==> src/verilog/asrr_pkg.sv <==
// Purpose: Constants and types for the converter serial readout block
// Assumes: 200 MHz sys_clk, synchronous active-high reset
// Notes:   Conversion clock and link pins are sampled, not used as clocks
package asrr_pkg;
   localparam int          DATA_W        = 24;
   localparam logic [7:0]  READ_DATA_CMD = 8'h12;
   localparam int          LATE_CYCLES   = 16;
   localparam logic [23:0] CODE_POS_FS   = 24'h7fffff;
   localparam logic [23:0] CODE_NEG_FS   = 24'h800000;
   localparam logic [7:0]  CRC_POLY      = 8'h07;
   localparam logic [7:0]  CRC_INIT      = 8'h00;
   localparam int          NEW_BIT_POS   = 6;
   localparam logic [5:0]  FRAME_BITS_ST = 6'd40;
   localparam logic [5:0]  FRAME_BITS_NS = 6'd32;
   localparam logic [23:0] BUF_RESET     = 24'h000000;
   localparam logic [15:0] CONV_CNT_RST  = 16'h0000;

   typedef enum logic [1:0] {
      ASRR_LK_IDLE,
      ASRR_LK_CMD,
      ASRR_LK_READ,
      ASRR_LK_SKIP
   } asrr_link_t;
endpackage

==> src/verilog/asrr_core.sv <==
// Purpose: Serial readout, data-ready pins and result buffer of the ADC
// Assumes: Link pins and conversion clock asynchronous to sys_clk
// Notes:   Register commands other than read-data are passed out raw
`timescale 1ns/100ps

module asrr_sync3 #(
   parameter logic INIT = 1'b0
) (
   input  wire logic sys_clk, // System clock
   input  wire logic srst,    // Synchronous reset
   input  wire logic d,       // Asynchronous input
   output logic      q        // Filtered level
);
   logic [2:0] s_q;
   always_ff @(posedge sys_clk) begin
      if (srst) begin
         s_q <= {3{INIT}};
         q   <= INIT;
      end else begin
         s_q <= {s_q[1:0], d};
         if (s_q[1] == s_q[2]) begin
            q <= s_q[2];
         end
      end
   end
endmodule

module asrr_fifo #(
   parameter int WIDTH = 24,
   parameter int DEPTH = 4
) (
   input  wire logic             sys_clk,   // System clock
   input  wire logic             srst,      // Synchronous reset
   input  wire logic             in_valid,  // Write request
   output logic                  in_ready,  // Not full
   input  wire logic [WIDTH-1:0] in_data,   // Write word
   output logic                  out_valid, // Not empty
   input  wire logic             out_ready, // Read accept
   output logic      [WIDTH-1:0] out_data   // Head word
);
   localparam int AW = $clog2(DEPTH);
   logic [WIDTH-1:0] mem_q [DEPTH];
   logic [AW:0]      wr_q;
   logic [AW:0]      rd_q;
   logic             push;
   logic             pop;
   assign in_ready  = (wr_q - rd_q) != (AW+1)'(DEPTH);
   assign out_valid = wr_q != rd_q;
   assign push      = in_valid && in_ready;
   assign pop       = out_valid && out_ready;
   assign out_data  = mem_q[rd_q[AW-1:0]];
   always_ff @(posedge sys_clk) begin
      if (srst) begin
         wr_q <= '0;
         rd_q <= '0;
      end else begin
         if (push) begin
            wr_q <= wr_q + 1'b1;
         end
         if (pop) begin
            rd_q <= rd_q + 1'b1;
         end
      end
   end
   always_ff @(posedge sys_clk) begin
      if (push) begin
         mem_q[wr_q[AW-1:0]] <= in_data;
      end
   end
endmodule

module asrr_core
   import asrr_pkg::*;
#(
   parameter int RAW_W       = 26,
   parameter int CONV_CYCLES = 256,
   parameter int FIFO_DEPTH  = 4
) (
   input  wire logic             sys_clk,                 // 200 MHz clock
   input  wire logic             srst,                    // Sync reset
   input  wire logic             sclk_pin,                // Shift clock
   input  wire logic             din_pin,                 // Serial in
   input  wire logic             converter_select_n,      // Select ADC
   input  wire logic             amplifier_select_n,      // Select PGA
   input  wire logic             conversion_clock,        // Conv clock
   input  wire logic             conv_start,              // Start pulse
   input  wire logic             continuous_mode,         // 1 continuous
   input  wire logic             status_append_enable,    // Send status
   input  wire logic [7:0]       status_bits,             // Status source
   input  wire logic             raw_valid,               // Result valid
   output logic                  raw_ready,               // Result taken
   input  wire logic [RAW_W-1:0] raw_data,                // Signed result
   output logic                  shared_out_ready_pin_o,  // Pin level
   output logic                  shared_out_ready_pin_oe, // Pin drive
   output logic                  result_ready_n,          // Ready pin
   output logic                  new_data,                // New flag
   output logic      [7:0]       rx_byte,                 // Received byte
   output logic                  rx_valid                 // Byte pulse
);
   import asrr_pkg::*;

   logic sclk_l, din_l, csc_n_l, csa_n_l, conversion_clock_l;
   logic sclk_p_q, conversion_clock_p_q;
   asrr_sync3 #(.INIT(1'b0)) u_sclk (.sys_clk(sys_clk), .srst(srst),
      .d(sclk_pin), .q(sclk_l));
   asrr_sync3 #(.INIT(1'b0)) u_din (.sys_clk(sys_clk), .srst(srst),
      .d(din_pin), .q(din_l));
   asrr_sync3 #(.INIT(1'b1)) u_csc (.sys_clk(sys_clk), .srst(srst),
      .d(converter_select_n), .q(csc_n_l));
   asrr_sync3 #(.INIT(1'b1)) u_csa (.sys_clk(sys_clk), .srst(srst),
      .d(amplifier_select_n), .q(csa_n_l));
   asrr_sync3 #(.INIT(1'b0)) u_conversion_clock (.sys_clk(sys_clk), .srst(srst),
      .d(conversion_clock), .q(conversion_clock_l));

   // Edge detection on the filtered levels
   wire sclk_rise = sclk_l && !sclk_p_q;
   wire sclk_fall = !sclk_l && sclk_p_q;
   wire conversion_clock_rise = conversion_clock_l && !conversion_clock_p_q;
   wire selected  = !csc_n_l;

   // Saturate the raw converter word to 24 bits
   wire [RAW_W-DATA_W:0] raw_hi = raw_data[RAW_W-1:DATA_W-1];
   wire in_range  = (raw_hi == '0) || (raw_hi == '1);
   wire [DATA_W-1:0] clip_data = in_range ? raw_data[DATA_W-1:0] :
      (raw_data[RAW_W-1] ? CODE_NEG_FS : CODE_POS_FS);

   logic              fifo_valid;
   logic [DATA_W-1:0] fifo_data;
   logic              latch;
   asrr_fifo #(.WIDTH(DATA_W), .DEPTH(FIFO_DEPTH)) u_fifo (
      .sys_clk  (sys_clk),
      .srst     (srst),
      .in_valid (raw_valid),
      .in_ready (raw_ready),
      .in_data  (clip_data),
      .out_valid(fifo_valid),
      .out_ready(latch),
      .out_data (fifo_data)
   );

   asrr_link_t        st_q, st_d;
   logic [7:0]        rx_sr_q;
   logic [2:0]        rx_cnt_q;
   logic [39:0]       tx_sr_q;
   logic [5:0]        tx_cnt_q;
   logic [5:0]        tx_len_q;
   logic              out_bit_q;
   logic [DATA_W-1:0] buf_q;
   logic [15:0]       conv_cnt_q;
   logic              rdy_n_q, new_q;

   wire [7:0] rx_next    = {rx_sr_q[6:0], din_l};
   wire       byte_done  = sclk_fall && (rx_cnt_q == 3'd7);
   wire       read_start = selected && byte_done && (st_q == ASRR_LK_CMD)
                           && (rx_next == READ_DATA_CMD);
   wire       reading    = (st_q == ASRR_LK_READ);
   wire       read_end   = reading && sclk_fall && (tx_cnt_q == tx_len_q);
   // Buffer loads only outside a read or on its final falling edge, so a frame never mixes results
   assign latch = fifo_valid && (!reading || read_end) && !read_start
                  || fifo_valid && read_start && !rdy_n_q;

   wire late_win = continuous_mode && new_q &&
      (conv_cnt_q >= 16'(CONV_CYCLES - LATE_CYCLES));

   // Snapshot: a result arriving with the command while ready is low is sent as new
   wire [DATA_W-1:0] snap_data = latch ? fifo_data : buf_q;
   wire              snap_new  = latch || new_q;
   wire [7:0] snap_stat = {status_bits[7], snap_new, status_bits[5:0]};
   wire [31:0] payload = status_append_enable ? {snap_stat, snap_data}
                         : {snap_data, 8'h00};
   wire [5:0]  plen    = status_append_enable ? 6'd32 : 6'd24;

   function automatic logic [7:0] crc8(input logic [31:0] p,
                                       input logic [5:0] n);
      logic [7:0] c;
      c = CRC_INIT;
      for (int i = 0; i < 32; i++) begin
         if (6'(i) < n) begin
            c = {c[6:0], 1'b0} ^ ((c[7] ^ p[31-i]) ? CRC_POLY : 8'h00);
         end
      end
      return c;
   endfunction

   wire [7:0] frame_crc = crc8(payload, plen);
   wire [39:0] frame = status_append_enable ? {payload, frame_crc}
                       : {payload[31:8], frame_crc, 8'h00};

   always_comb begin
      st_d = st_q;
      case (st_q)
         ASRR_LK_IDLE: if (selected) st_d = ASRR_LK_CMD;
         ASRR_LK_CMD: begin
            if (read_start) begin
               st_d = ASRR_LK_READ;
            end else if (byte_done) begin
               st_d = ASRR_LK_SKIP;
            end
         end
         ASRR_LK_READ: if (read_end) st_d = ASRR_LK_SKIP;
         ASRR_LK_SKIP: st_d = ASRR_LK_SKIP;
         default:      st_d = ASRR_LK_IDLE;
      endcase
      if (!selected) begin
         st_d = ASRR_LK_IDLE;
      end
   end

   always_ff @(posedge sys_clk) begin
      if (srst) begin
         st_q      <= ASRR_LK_IDLE;
         sclk_p_q  <= 1'b0;
         conversion_clock_p_q  <= 1'b0;
         rx_sr_q   <= 8'h00;
         rx_cnt_q  <= 3'd0;
         rx_valid  <= 1'b0;
         rx_byte   <= 8'h00;
      end else begin
         st_q     <= st_d;
         sclk_p_q <= sclk_l;
         conversion_clock_p_q <= conversion_clock_l;
         rx_valid <= 1'b0;
         if (!selected) begin
            rx_cnt_q <= 3'd0;
         end else if (sclk_fall) begin
            rx_sr_q  <= rx_next;
            rx_cnt_q <= rx_cnt_q + 3'd1;
            if (rx_cnt_q == 3'd7) begin
               rx_byte  <= rx_next;
               rx_valid <= 1'b1;
            end
         end
      end
   end

   always_ff @(posedge sys_clk) begin
      if (srst) begin
         tx_sr_q   <= '0;
         tx_cnt_q  <= 6'd0;
         tx_len_q  <= FRAME_BITS_NS;
         out_bit_q <= 1'b1;
      end else if (read_start) begin
         tx_sr_q  <= frame;
         tx_cnt_q <= 6'd0;
         tx_len_q <= status_append_enable ? FRAME_BITS_ST : FRAME_BITS_NS;
      end else if (reading && sclk_rise) begin
         out_bit_q <= tx_sr_q[39];
         tx_sr_q   <= {tx_sr_q[38:0], 1'b0};
         tx_cnt_q  <= tx_cnt_q + 6'd1;
      end
   end

   always_ff @(posedge sys_clk) begin
      if (srst) begin
         buf_q      <= BUF_RESET;
         conv_cnt_q <= CONV_CNT_RST;
         rdy_n_q    <= 1'b1;
         new_q      <= 1'b0;
      end else begin
         if (latch) begin
            buf_q <= fifo_data;
         end
         if (conv_start || latch) begin
            conv_cnt_q <= CONV_CNT_RST;
         end else if (conversion_clock_rise && conv_cnt_q != 16'hffff) begin
            conv_cnt_q <= conv_cnt_q + 16'd1;
         end
         if (latch && !read_start) begin
            new_q <= 1'b1;
         end else if (read_start) begin
            new_q <= 1'b0;
         end
         if (latch && !read_start) begin
            rdy_n_q <= 1'b0;
         end else if (conv_start) begin
            rdy_n_q <= 1'b1;
         end else if (continuous_mode && (reading || read_start)) begin
            rdy_n_q <= 1'b1;
         end else if (late_win) begin
            rdy_n_q <= 1'b1;
         end
      end
   end

   assign result_ready_n = rdy_n_q;
   assign new_data       = new_q;
   // Pin: data while reading, ready while selected, driven high while only the PGA is selected, else released
   assign shared_out_ready_pin_oe = !(csc_n_l && csa_n_l);
   assign shared_out_ready_pin_o  = reading ? out_bit_q :
      (selected ? rdy_n_q : 1'b1);
endmodule

==> config.mk <==
export PLATFORM = sky130hd
export DESIGN_NAME = asrr_core
export DESIGN_NICKNAME = d
export VERILOG_FILES = /design/src/verilog/asrr_pkg.sv /design/src/verilog/asrr_core.sv
export SDC_FILE = /design/constraint.sdc
export NUM_CORES = 1
export LEC_CHECK = 0
export BUFFER_PORTS_ARGS = -buffer_cell sky130_fd_sc_hd__buf_2
export CAP_MARGIN = 5
export CORE_MARGIN = 4
export CORE_UTILIZATION = 39
export DETAILED_ROUTE_END_ITERATION = 16
export PLACE_DENSITY = 0.67
export SLEW_MARGIN = 20
export SYNTH_ARGS = -nofsm -noshare
export SYNTH_HDL_FRONTEND = slang
export SYNTH_SLANG_ARGS = --single-unit
==> constraint.sdc <==
create_clock -name sys_clk -period 5.7 [get_ports sys_clk]
set_input_delay 1.14 -clock sys_clk [delete_from_list [all_inputs] [get_ports sys_clk]]
set_output_delay 1.14 -clock sys_clk [all_outputs]
set_load 0.005 [all_outputs]
# ---- Word level (Yosys, flattened, before mapping)
# Memories as Yosys holds them, arrays and structs flattened. A register that Yosys moved wholly into a read port is not among the register bits.
# Cells that the tools add are included.
dict set report totals {
  latch_bits 0
  romBits 0
  out_inout_bits 14
  register_bits 144
  in_bits 45
  ramBits 96
  mem_count 1
}
# name words width rd rd_clocked_by_memory_dff write_ports line_no
set memory_table {}
lappend memory_table {u_fifo.mem_q 4 24 1 1 1 asrr_core.sv:42} ;# logic [WIDTH-1:0] mem_q [DEPTH];
dict set report classes {
  n_eq_ne 17
  n_mul 0
  order_cmp 33
  n_reduce_logical 49
  bitwise 65
  n_mux 90
  n_addsub 6
  shift 0
  div_mod_pow 0
}
# op n
set ops {}
lappend ops {{8-bit two-way mux} 32}
lappend ops {{8-bit by 3-bit bitwise XOR with 8-bit output} 31}
lappend ops {{5-bit by 6-bit less-than comparator with 1-bit output (first input constant)} 16}
lappend ops {{3-bit two-way mux} 32}
lappend ops {{40-bit two-way mux} 2}
lappend ops {{24-bit two-way mux} 3}
lappend ops {{4-bit by 6-bit less-than comparator with 1-bit output (first input constant)} 8}
lappend ops {{32-bit two-way mux} 1}
lappend ops {{1-bit bitwise XOR} 31}
lappend ops {{3-bit by 6-bit less-than comparator with 1-bit output (first input constant)} 4}
lappend ops {{1-bit logical AND} 22}
lappend ops {{16-bit by 1-bit adder with 16-bit output (second input constant)} 1}
lappend ops {{16-bit by 8-bit >= comparator with 1-bit output (second input constant)} 1}
lappend ops {{16-bit two-way mux} 1}
lappend ops {{16-bit inequality test (second input constant)} 1}
lappend ops {{1-bit by 6-bit less-than comparator with 1-bit output (first input constant)} 2}
lappend ops {{2-bit by 6-bit less-than comparator with 1-bit output (first input constant)} 2}
lappend ops {{1-bit two-way mux} 11}
lappend ops {{2-bit two-way mux} 5}
lappend ops {{3-bit by 1-bit adder with 3-bit output (second input constant)} 3}
lappend ops {{8-bit by 5-bit == test with 1-bit output (second input constant)} 1}
lappend ops {{1-bit zero test} 8}
lappend ops {{2-bit case mux with 4 select lines} 1}
lappend ops {{6-bit by 1-bit adder with 6-bit output (second input constant)} 1}
lappend ops {{other kinds (21)} 40}

# ---- Logic depth before layout (Yosys ltp)
dict set report depth {
  ltp_word 139
  ltp_mapped 16
  ltp_nobuf 14
}

# ---- Hierarchy
# A second synthesis with hierarchy kept.
dict set report hier_totals {
  cells_unflattened 1058
  hier_area_um2 11443.5
}
# module seq_area_each_um2 area_each_um2 cells_per_inst instances
set modules_own_cells {}
lappend modules_own_cells {asrr_core 2262.2 6927.9 831 1}
lappend modules_own_cells {asrr_fifo 3042.9 3947.5 177 1}
lappend modules_own_cells {{asrr_sync3 (u_conversion_clock ...)} 80.1 112.6 10 3}
lappend modules_own_cells {{asrr_sync3 (u_csa ...)} 80.1 115.1 10 2}

# ---- Worst setup path after synthesis
# No wires, ideal clock.
dict set report synth_path {
  kind {input to register}
  startpoint {input port status_append_enable}
  endpoint {register tx_sr_q[1]}
  arrival_ns 4.428
  n_path_buf 2
  slack_ns 1.193
  path_stages 13
  path_cell_list {clkbuf_1 inv_1 clkbuf_1 nor2_1 a31oi_1 xnor3_1 xnor2_1 xnor3_2 xnor2_4 nor3_1 a2111o_1 or4_1 o211ai_1}
}
dict set report synth_via {
  elab_chain_cells 77
}
# item line_no
set synth_lines {}
lappend synth_lines {{from (decl)} asrr_core.sv:88} ;# input wire logic status_append_enable,
lappend synth_lines {{6-bit two-way mux / 32-bit two-way mux (equally long branches)} {asrr_core.sv:171, asrr_core.sv:169}}
lappend synth_lines {{1-bit by 6-bit less-than comparator with 1-bit output (tied with other cells)} asrr_core.sv:178} ;# if (6'(i) < n) begin
lappend synth_lines {{8-bit two-way mux / 3-bit two-way mux (equally long branches)} {asrr_core.sv:178, asrr_core.sv:179}}
lappend synth_lines {{8-bit by 3-bit bitwise XOR with 8-bit output} asrr_core.sv:179} ;# c = {c[6:0], 1'b0} ^ ((c[7] ^ p[31-i]) ? CRC_POLY : 8'h00);
lappend synth_lines {{8-bit two-way mux} asrr_core.sv:178}
lappend synth_lines {{8-bit by 3-bit bitwise XOR with 8-bit output} asrr_core.sv:179}
lappend synth_lines {{8-bit two-way mux} asrr_core.sv:178}
lappend synth_lines {{8-bit by 3-bit bitwise XOR with 8-bit output} asrr_core.sv:179}
lappend synth_lines {{[... 61 more ...]} -}
lappend synth_lines {{1-bit bitwise XOR / 8-bit by 3-bit bitwise XOR with 8-bit output (equally long branches)} asrr_core.sv:179}
lappend synth_lines {{3-bit two-way mux / 8-bit two-way mux (equally long branches)} {asrr_core.sv:179, asrr_core.sv:178}}
lappend synth_lines {{8-bit by 3-bit bitwise XOR with 8-bit output / 1-bit bitwise XOR (equally long branches)} asrr_core.sv:179}
lappend synth_lines {{8-bit two-way mux / 3-bit two-way mux (equally long branches)} {asrr_core.sv:178, asrr_core.sv:179}}
lappend synth_lines {{8-bit by 3-bit bitwise XOR with 8-bit output} asrr_core.sv:179}
lappend synth_lines {{8-bit two-way mux} asrr_core.sv:178}
lappend synth_lines {{16-bit two-way mux *} asrr_core.sv:186} ;# wire [39:0] frame = status_append_enable ? {payload, frame_crc}
lappend synth_lines {{40-bit two-way mux *} asrr_core.sv:242} ;# end else if (read_start) begin
lappend synth_lines {{to (signal assigned)} asrr_core.sv:243} ;# tx_sr_q <= frame;
lappend synth_lines {{to (signal assigned)} asrr_core.sv:248} ;# tx_sr_q <= {tx_sr_q[38:0], 1'b0};
lappend synth_lines {{to (decl)} asrr_core.sv:144} ;# logic [39:0] tx_sr_q;
# Every way passes the cells marked *; elsewhere a longest branch is shown, timed or not.
# A chain may end at the register's enable or synchronous reset.

# ---- Worst setup path after layout
dict set report layout_path {
  startpoint {register u_fifo.wr_q[0]}
  endpoint {register tx_sr_q[1]}
}
dict set report layout_via {
  elab_chain_cells 82
}
# item line_no
set layout_lines {}
lappend layout_lines {{from (decl)} asrr_core.sv:43} ;# logic [AW:0] wr_q;
lappend layout_lines {{from (signal assigned)} asrr_core.sv:58} ;# wr_q <= wr_q + 1'b1;
lappend layout_lines {{3-bit inequality test *} asrr_core.sv:48} ;# assign out_valid = wr_q != rd_q;
lappend layout_lines {{1-bit logical AND, on equally long branches (2 in a row)} {asrr_core.sv:159, asrr_core.sv:160}}
lappend layout_lines {{1-bit logical OR *} asrr_core.sv:160} ;# || fifo_valid && read_start && !rdy_n_q;
lappend layout_lines {{24-bit two-way mux / 1-bit logical OR (equally long branches)} -}
lappend layout_lines {{32-bit two-way mux *} asrr_core.sv:169} ;# wire [31:0] payload = status_append_enable ? {snap_stat, snap_data}
lappend layout_lines {{3-bit two-way mux / 1-bit bitwise XOR (equally long branches)} asrr_core.sv:179}
lappend layout_lines {{8-bit two-way mux / 3-bit two-way mux (equally long branches)} {asrr_core.sv:178, asrr_core.sv:179}}
lappend layout_lines {{8-bit by 3-bit bitwise XOR with 8-bit output} asrr_core.sv:179}
lappend layout_lines {{[... 65 more ...]} -}
lappend layout_lines {{1-bit bitwise XOR / 8-bit by 3-bit bitwise XOR with 8-bit output (equally long branches)} asrr_core.sv:179}
lappend layout_lines {{3-bit two-way mux / 8-bit two-way mux (equally long branches)} {asrr_core.sv:179, asrr_core.sv:178}}
lappend layout_lines {{8-bit by 3-bit bitwise XOR with 8-bit output / 1-bit bitwise XOR (equally long branches)} asrr_core.sv:179}
lappend layout_lines {{8-bit two-way mux / 3-bit two-way mux (equally long branches)} {asrr_core.sv:178, asrr_core.sv:179}}
lappend layout_lines {{8-bit by 3-bit bitwise XOR with 8-bit output} asrr_core.sv:179}
lappend layout_lines {{8-bit two-way mux *} asrr_core.sv:178}
lappend layout_lines {{16-bit two-way mux *} asrr_core.sv:186}
lappend layout_lines {{40-bit two-way mux *} asrr_core.sv:242}
# Marked as above.

==> results.toml <==
[status]
run_status = "finished, final reports clean"

[worst_setup_path]
cpPeakStageDelay_ns = 0.55
cp_max_fo = 29
arrival_ns = 5.19
r2r_start = "u_fifo.wr_q[0]"
critPathSlowestCell = "xnor3_2"
startpoint_type = "flip-flop"
worstPathRequired_ns = 6.14
critPathCaptureType = "flip-flop"
worst_r2r_path_depth = 14
critPathTopFamily = "XOR/XNOR gates"
reg2reg_slack_ns = 0.95
worst-path-buf-inv = 2
rr_endpoint = "tx_sr_q[1]"
critical_path_class = "reg -> reg"
critical_path.cell_chain = "inv_1, ha_1, and3_1, nor3_2, buf_4, mux4_2, xor2_1, xnor2_1, xnor3_2, xnor2_4, nor3_1, a2111o_1, or4_1, o211ai_1"

[synth]
syn_area_um2 = 11200
synth_cells = 1041
syn_avg_cell_area_um2 = 10.8
syn_nets = 1099
ys_seq_area_frac = 0.509
ys_ff_latch = 237
synth_edf_count = 96
async_flop_share = 0
synth_cell_types = 63
synth_flop_cell = "dfxtp_1"
yosys_warnings = 0

[route]
drc = 0
vias = 7787
first_iter_violations = 470
first_pass_iters = 5
postRouteAntennaNets = 0
vias_per_cell = 5.25
wirelength_mm = 25.2
post_drt_wl_per_cell_um = 17.0

[sta]
worst_pin_slew_ns = 0.845
fin_skew_ns = 0.0120
rsz0062_at_grt = "no"
max_slew_margin = 0.436
finalHoldViolCount = 0
fmax_ghz = 0.210
finalSetupViolCount = 0
finalCritPeriodShare = 0.833
slew_violations = 0
min_period_ns = 4.75
fin_setup_tns_ns = 0

[global_route]
antenna_found_initial = 0
track_usage = 0.159
grt_pass1_wl_mm = 40.5
grt_max_degree = 79
grt_pass1_vias = 7563
globalRoute.totalOverflow = 0

[clocking]
postCtsHoldBufs = 0
numCtsBuffers = 25
tritoncts = "yes"
postCtsSetupRepairBufs = 0
cts-root-buf = "clkbuf_16"
cts_resized = 0
clk_latency_ns = 0.52
clock_path_buffers = 3
clock_sinks = 237
clk_pin_slew_ns = 0.06
htreeDepth = 1

[die]
fp.dieW_um = 178
coreArea_um2 = 28100
rows = 61
initial_core_util = 0.399
chipHeight_um = 178
die-area_um2 = 31500
io_pins = 59

[min_path]
min-delay-start = "u_csc.s_q[0]"
hold_path_depth = 1
holdPathEnd = "u_csc.s_q[1]"
hp-class = "reg -> reg"

[cells_and_area]
area_delta_synth_final_pct = 14.4
nNetsFinal = 1146
drive_above_1_share = 0.162
diodes = 0

[place]
gp_congestion = 0.919
place_hpwl_mm = 17.6
io_buffers = 57

[flow_run]
drv_cap = 0
-- layout by cell type, fill, tap and decap left out, drive strengths merged, types with 7 or more instances in the layout --
cell type  Yosys  final
nand3         20     20
nand2         91     91
or2            7      7
o211ai        13     13
mux4          27     27
mux2i         29     29
a221oi         9      9
ha            13     13
or3            7      7
a31oi         14     14
a21oi         66     66
edfxtp        96     96
clkbuf        51     36
nor3           7      7
inv           16     16
nor2         129    129
o21ai         21     21
and2           8      8
dfxtp        141    141
a22oi         19     19
xnor2         79     79
and3          13     13
nand2b         7      7
xor2          36     36
nand4         11     11
buf           14     85
nor2b         18     18
xnor3         10     10
o31ai          9      9
-- how the worst max path moves through the flow --
| stage | end | cells after the start | from | slack, ns |
|---|---|---|---|---|
| 2_1_floorplan | tx_sr_q[1] | 13 | status_append_enable | 1.19 |
| 3_3_place_gp | tx_sr_q[1] | 13 | status_append_enable | 0.96 |
| 3_5_place_dp | tx_sr_q[1] | 13 | status_append_enable | 0.93 |
| 4_1_cts | tx_sr_q[1] | 14 | u_fifo.wr_q[0] | 0.94 |
| 5_1_grt | tx_sr_q[5] | 14 | rx_cnt_q[0] | 0.63 |
| 6_report | tx_sr_q[1] | 14 | u_fifo.wr_q[0] | 0.95 |
-- sequential cells by signal, indices dropped and copies added (netlist names), 3 cells and up, named ones only --
name and count:
u_csa.s_q 3, conv_cnt_q 16, buf_q 24, tx_cnt_q 6, u_conversion_clock.s_q 3, u_fifo.wr_q 3, u_fifo.mem_q 96, rx_sr_q 7
rx_byte 8, u_din.s_q 3, u_sclk.s_q 3, rx_cnt_q 3, u_fifo.rd_q 3, u_csc.s_q 3, tx_sr_q 40
-- metrics by stage --
stage	instance area, um^2	std cells	util	worst slack, ns	hold WS, ns
floorplan	11200	1041	-	1.19	0.389
global placement	11900	1439	0.425	0.955	0.405
detailed placement	11900	1439	0.425	0.927	0.400
CTS	12800	1483	0.457	0.945	0.423
global route	12800	1483	0.457	0.633	0.426
finish	12800	1483	0.457	0.949	0.419
-- layer usage --
metal | vias up | GRT usage | part of all wire
met5 | - | 0 | 0
met4 | 0 | 0.0432 | 0.026
met3 | 37 | 0.0256 | 0.048
met2 | 180 | 0.256 | 0.45
met1 | 3752 | 0.225 | 0.47
li1 | 3818 | - | -
-- logic make-up (layout without fill, tap and decap cells) --
group | Yosys count | in the layout | share of synthesized area
compound gates | 180 | 180 | 0.104
xor+xnor | 126 | 126 | 0.115
fa+ha+maj | 13 | 13 | 0.0145
buf+inv | 81 | 145 | 0.0283
flops | 237 | 237 | 0.509
mux | 60 | 60 | 0.0845
simple gates | 344 | 344 | 0.145
-- worst reg2reg max path, cell delays in order (launching register included) --
cell and delay [ns]:
dfxtp_1 0.40, inv_1 0.11, ha_1 0.32, and3_1 0.32
nor3_2 0.31, buf_4 0.43, mux4_2 0.46, xor2_1 0.18
xnor2_1 0.25, xnor3_2 0.55, xnor2_4 0.24, nor3_1 0.08
a2111o_1 0.45, or4_1 0.48, o211ai_1 0.10
-- cells in the mapped netlist (14+ instances only) --
cell / number / area [um^2]
nor2_1: 129 / 484
xnor2_1: 76 / 666
clkbuf_1: 51 / 191
a21oi_1: 66 / 330
dfxtp_1: 141 / 2820
mux2i_1: 28 / 280
edfxtp_1: 96 / 2880
inv_1: 16 / 60.1
a22oi_1: 19 / 143
nand3_1: 20 / 100
a31oi_1: 14 / 87.6
mux4_2: 27 / 608
nor2b_1: 18 / 113
nand2_1: 91 / 342
o21ai_0: 21 / 105
xor2_1: 36 / 315
-- area by class of cell --
class                      count  area [um^2]
clock inverter                 8          144
sequential                   237         5710
multi-input combinational    723         5210
clock buffer                  36          737
tap                          378          473
timing repair buffer          85          498
fill                        2667        15300
inverter                      16         60.1
Power is left out: the tool's default activity adds up to more than one toggle a clock period on the data nets, which glitch-free logic cannot reach.
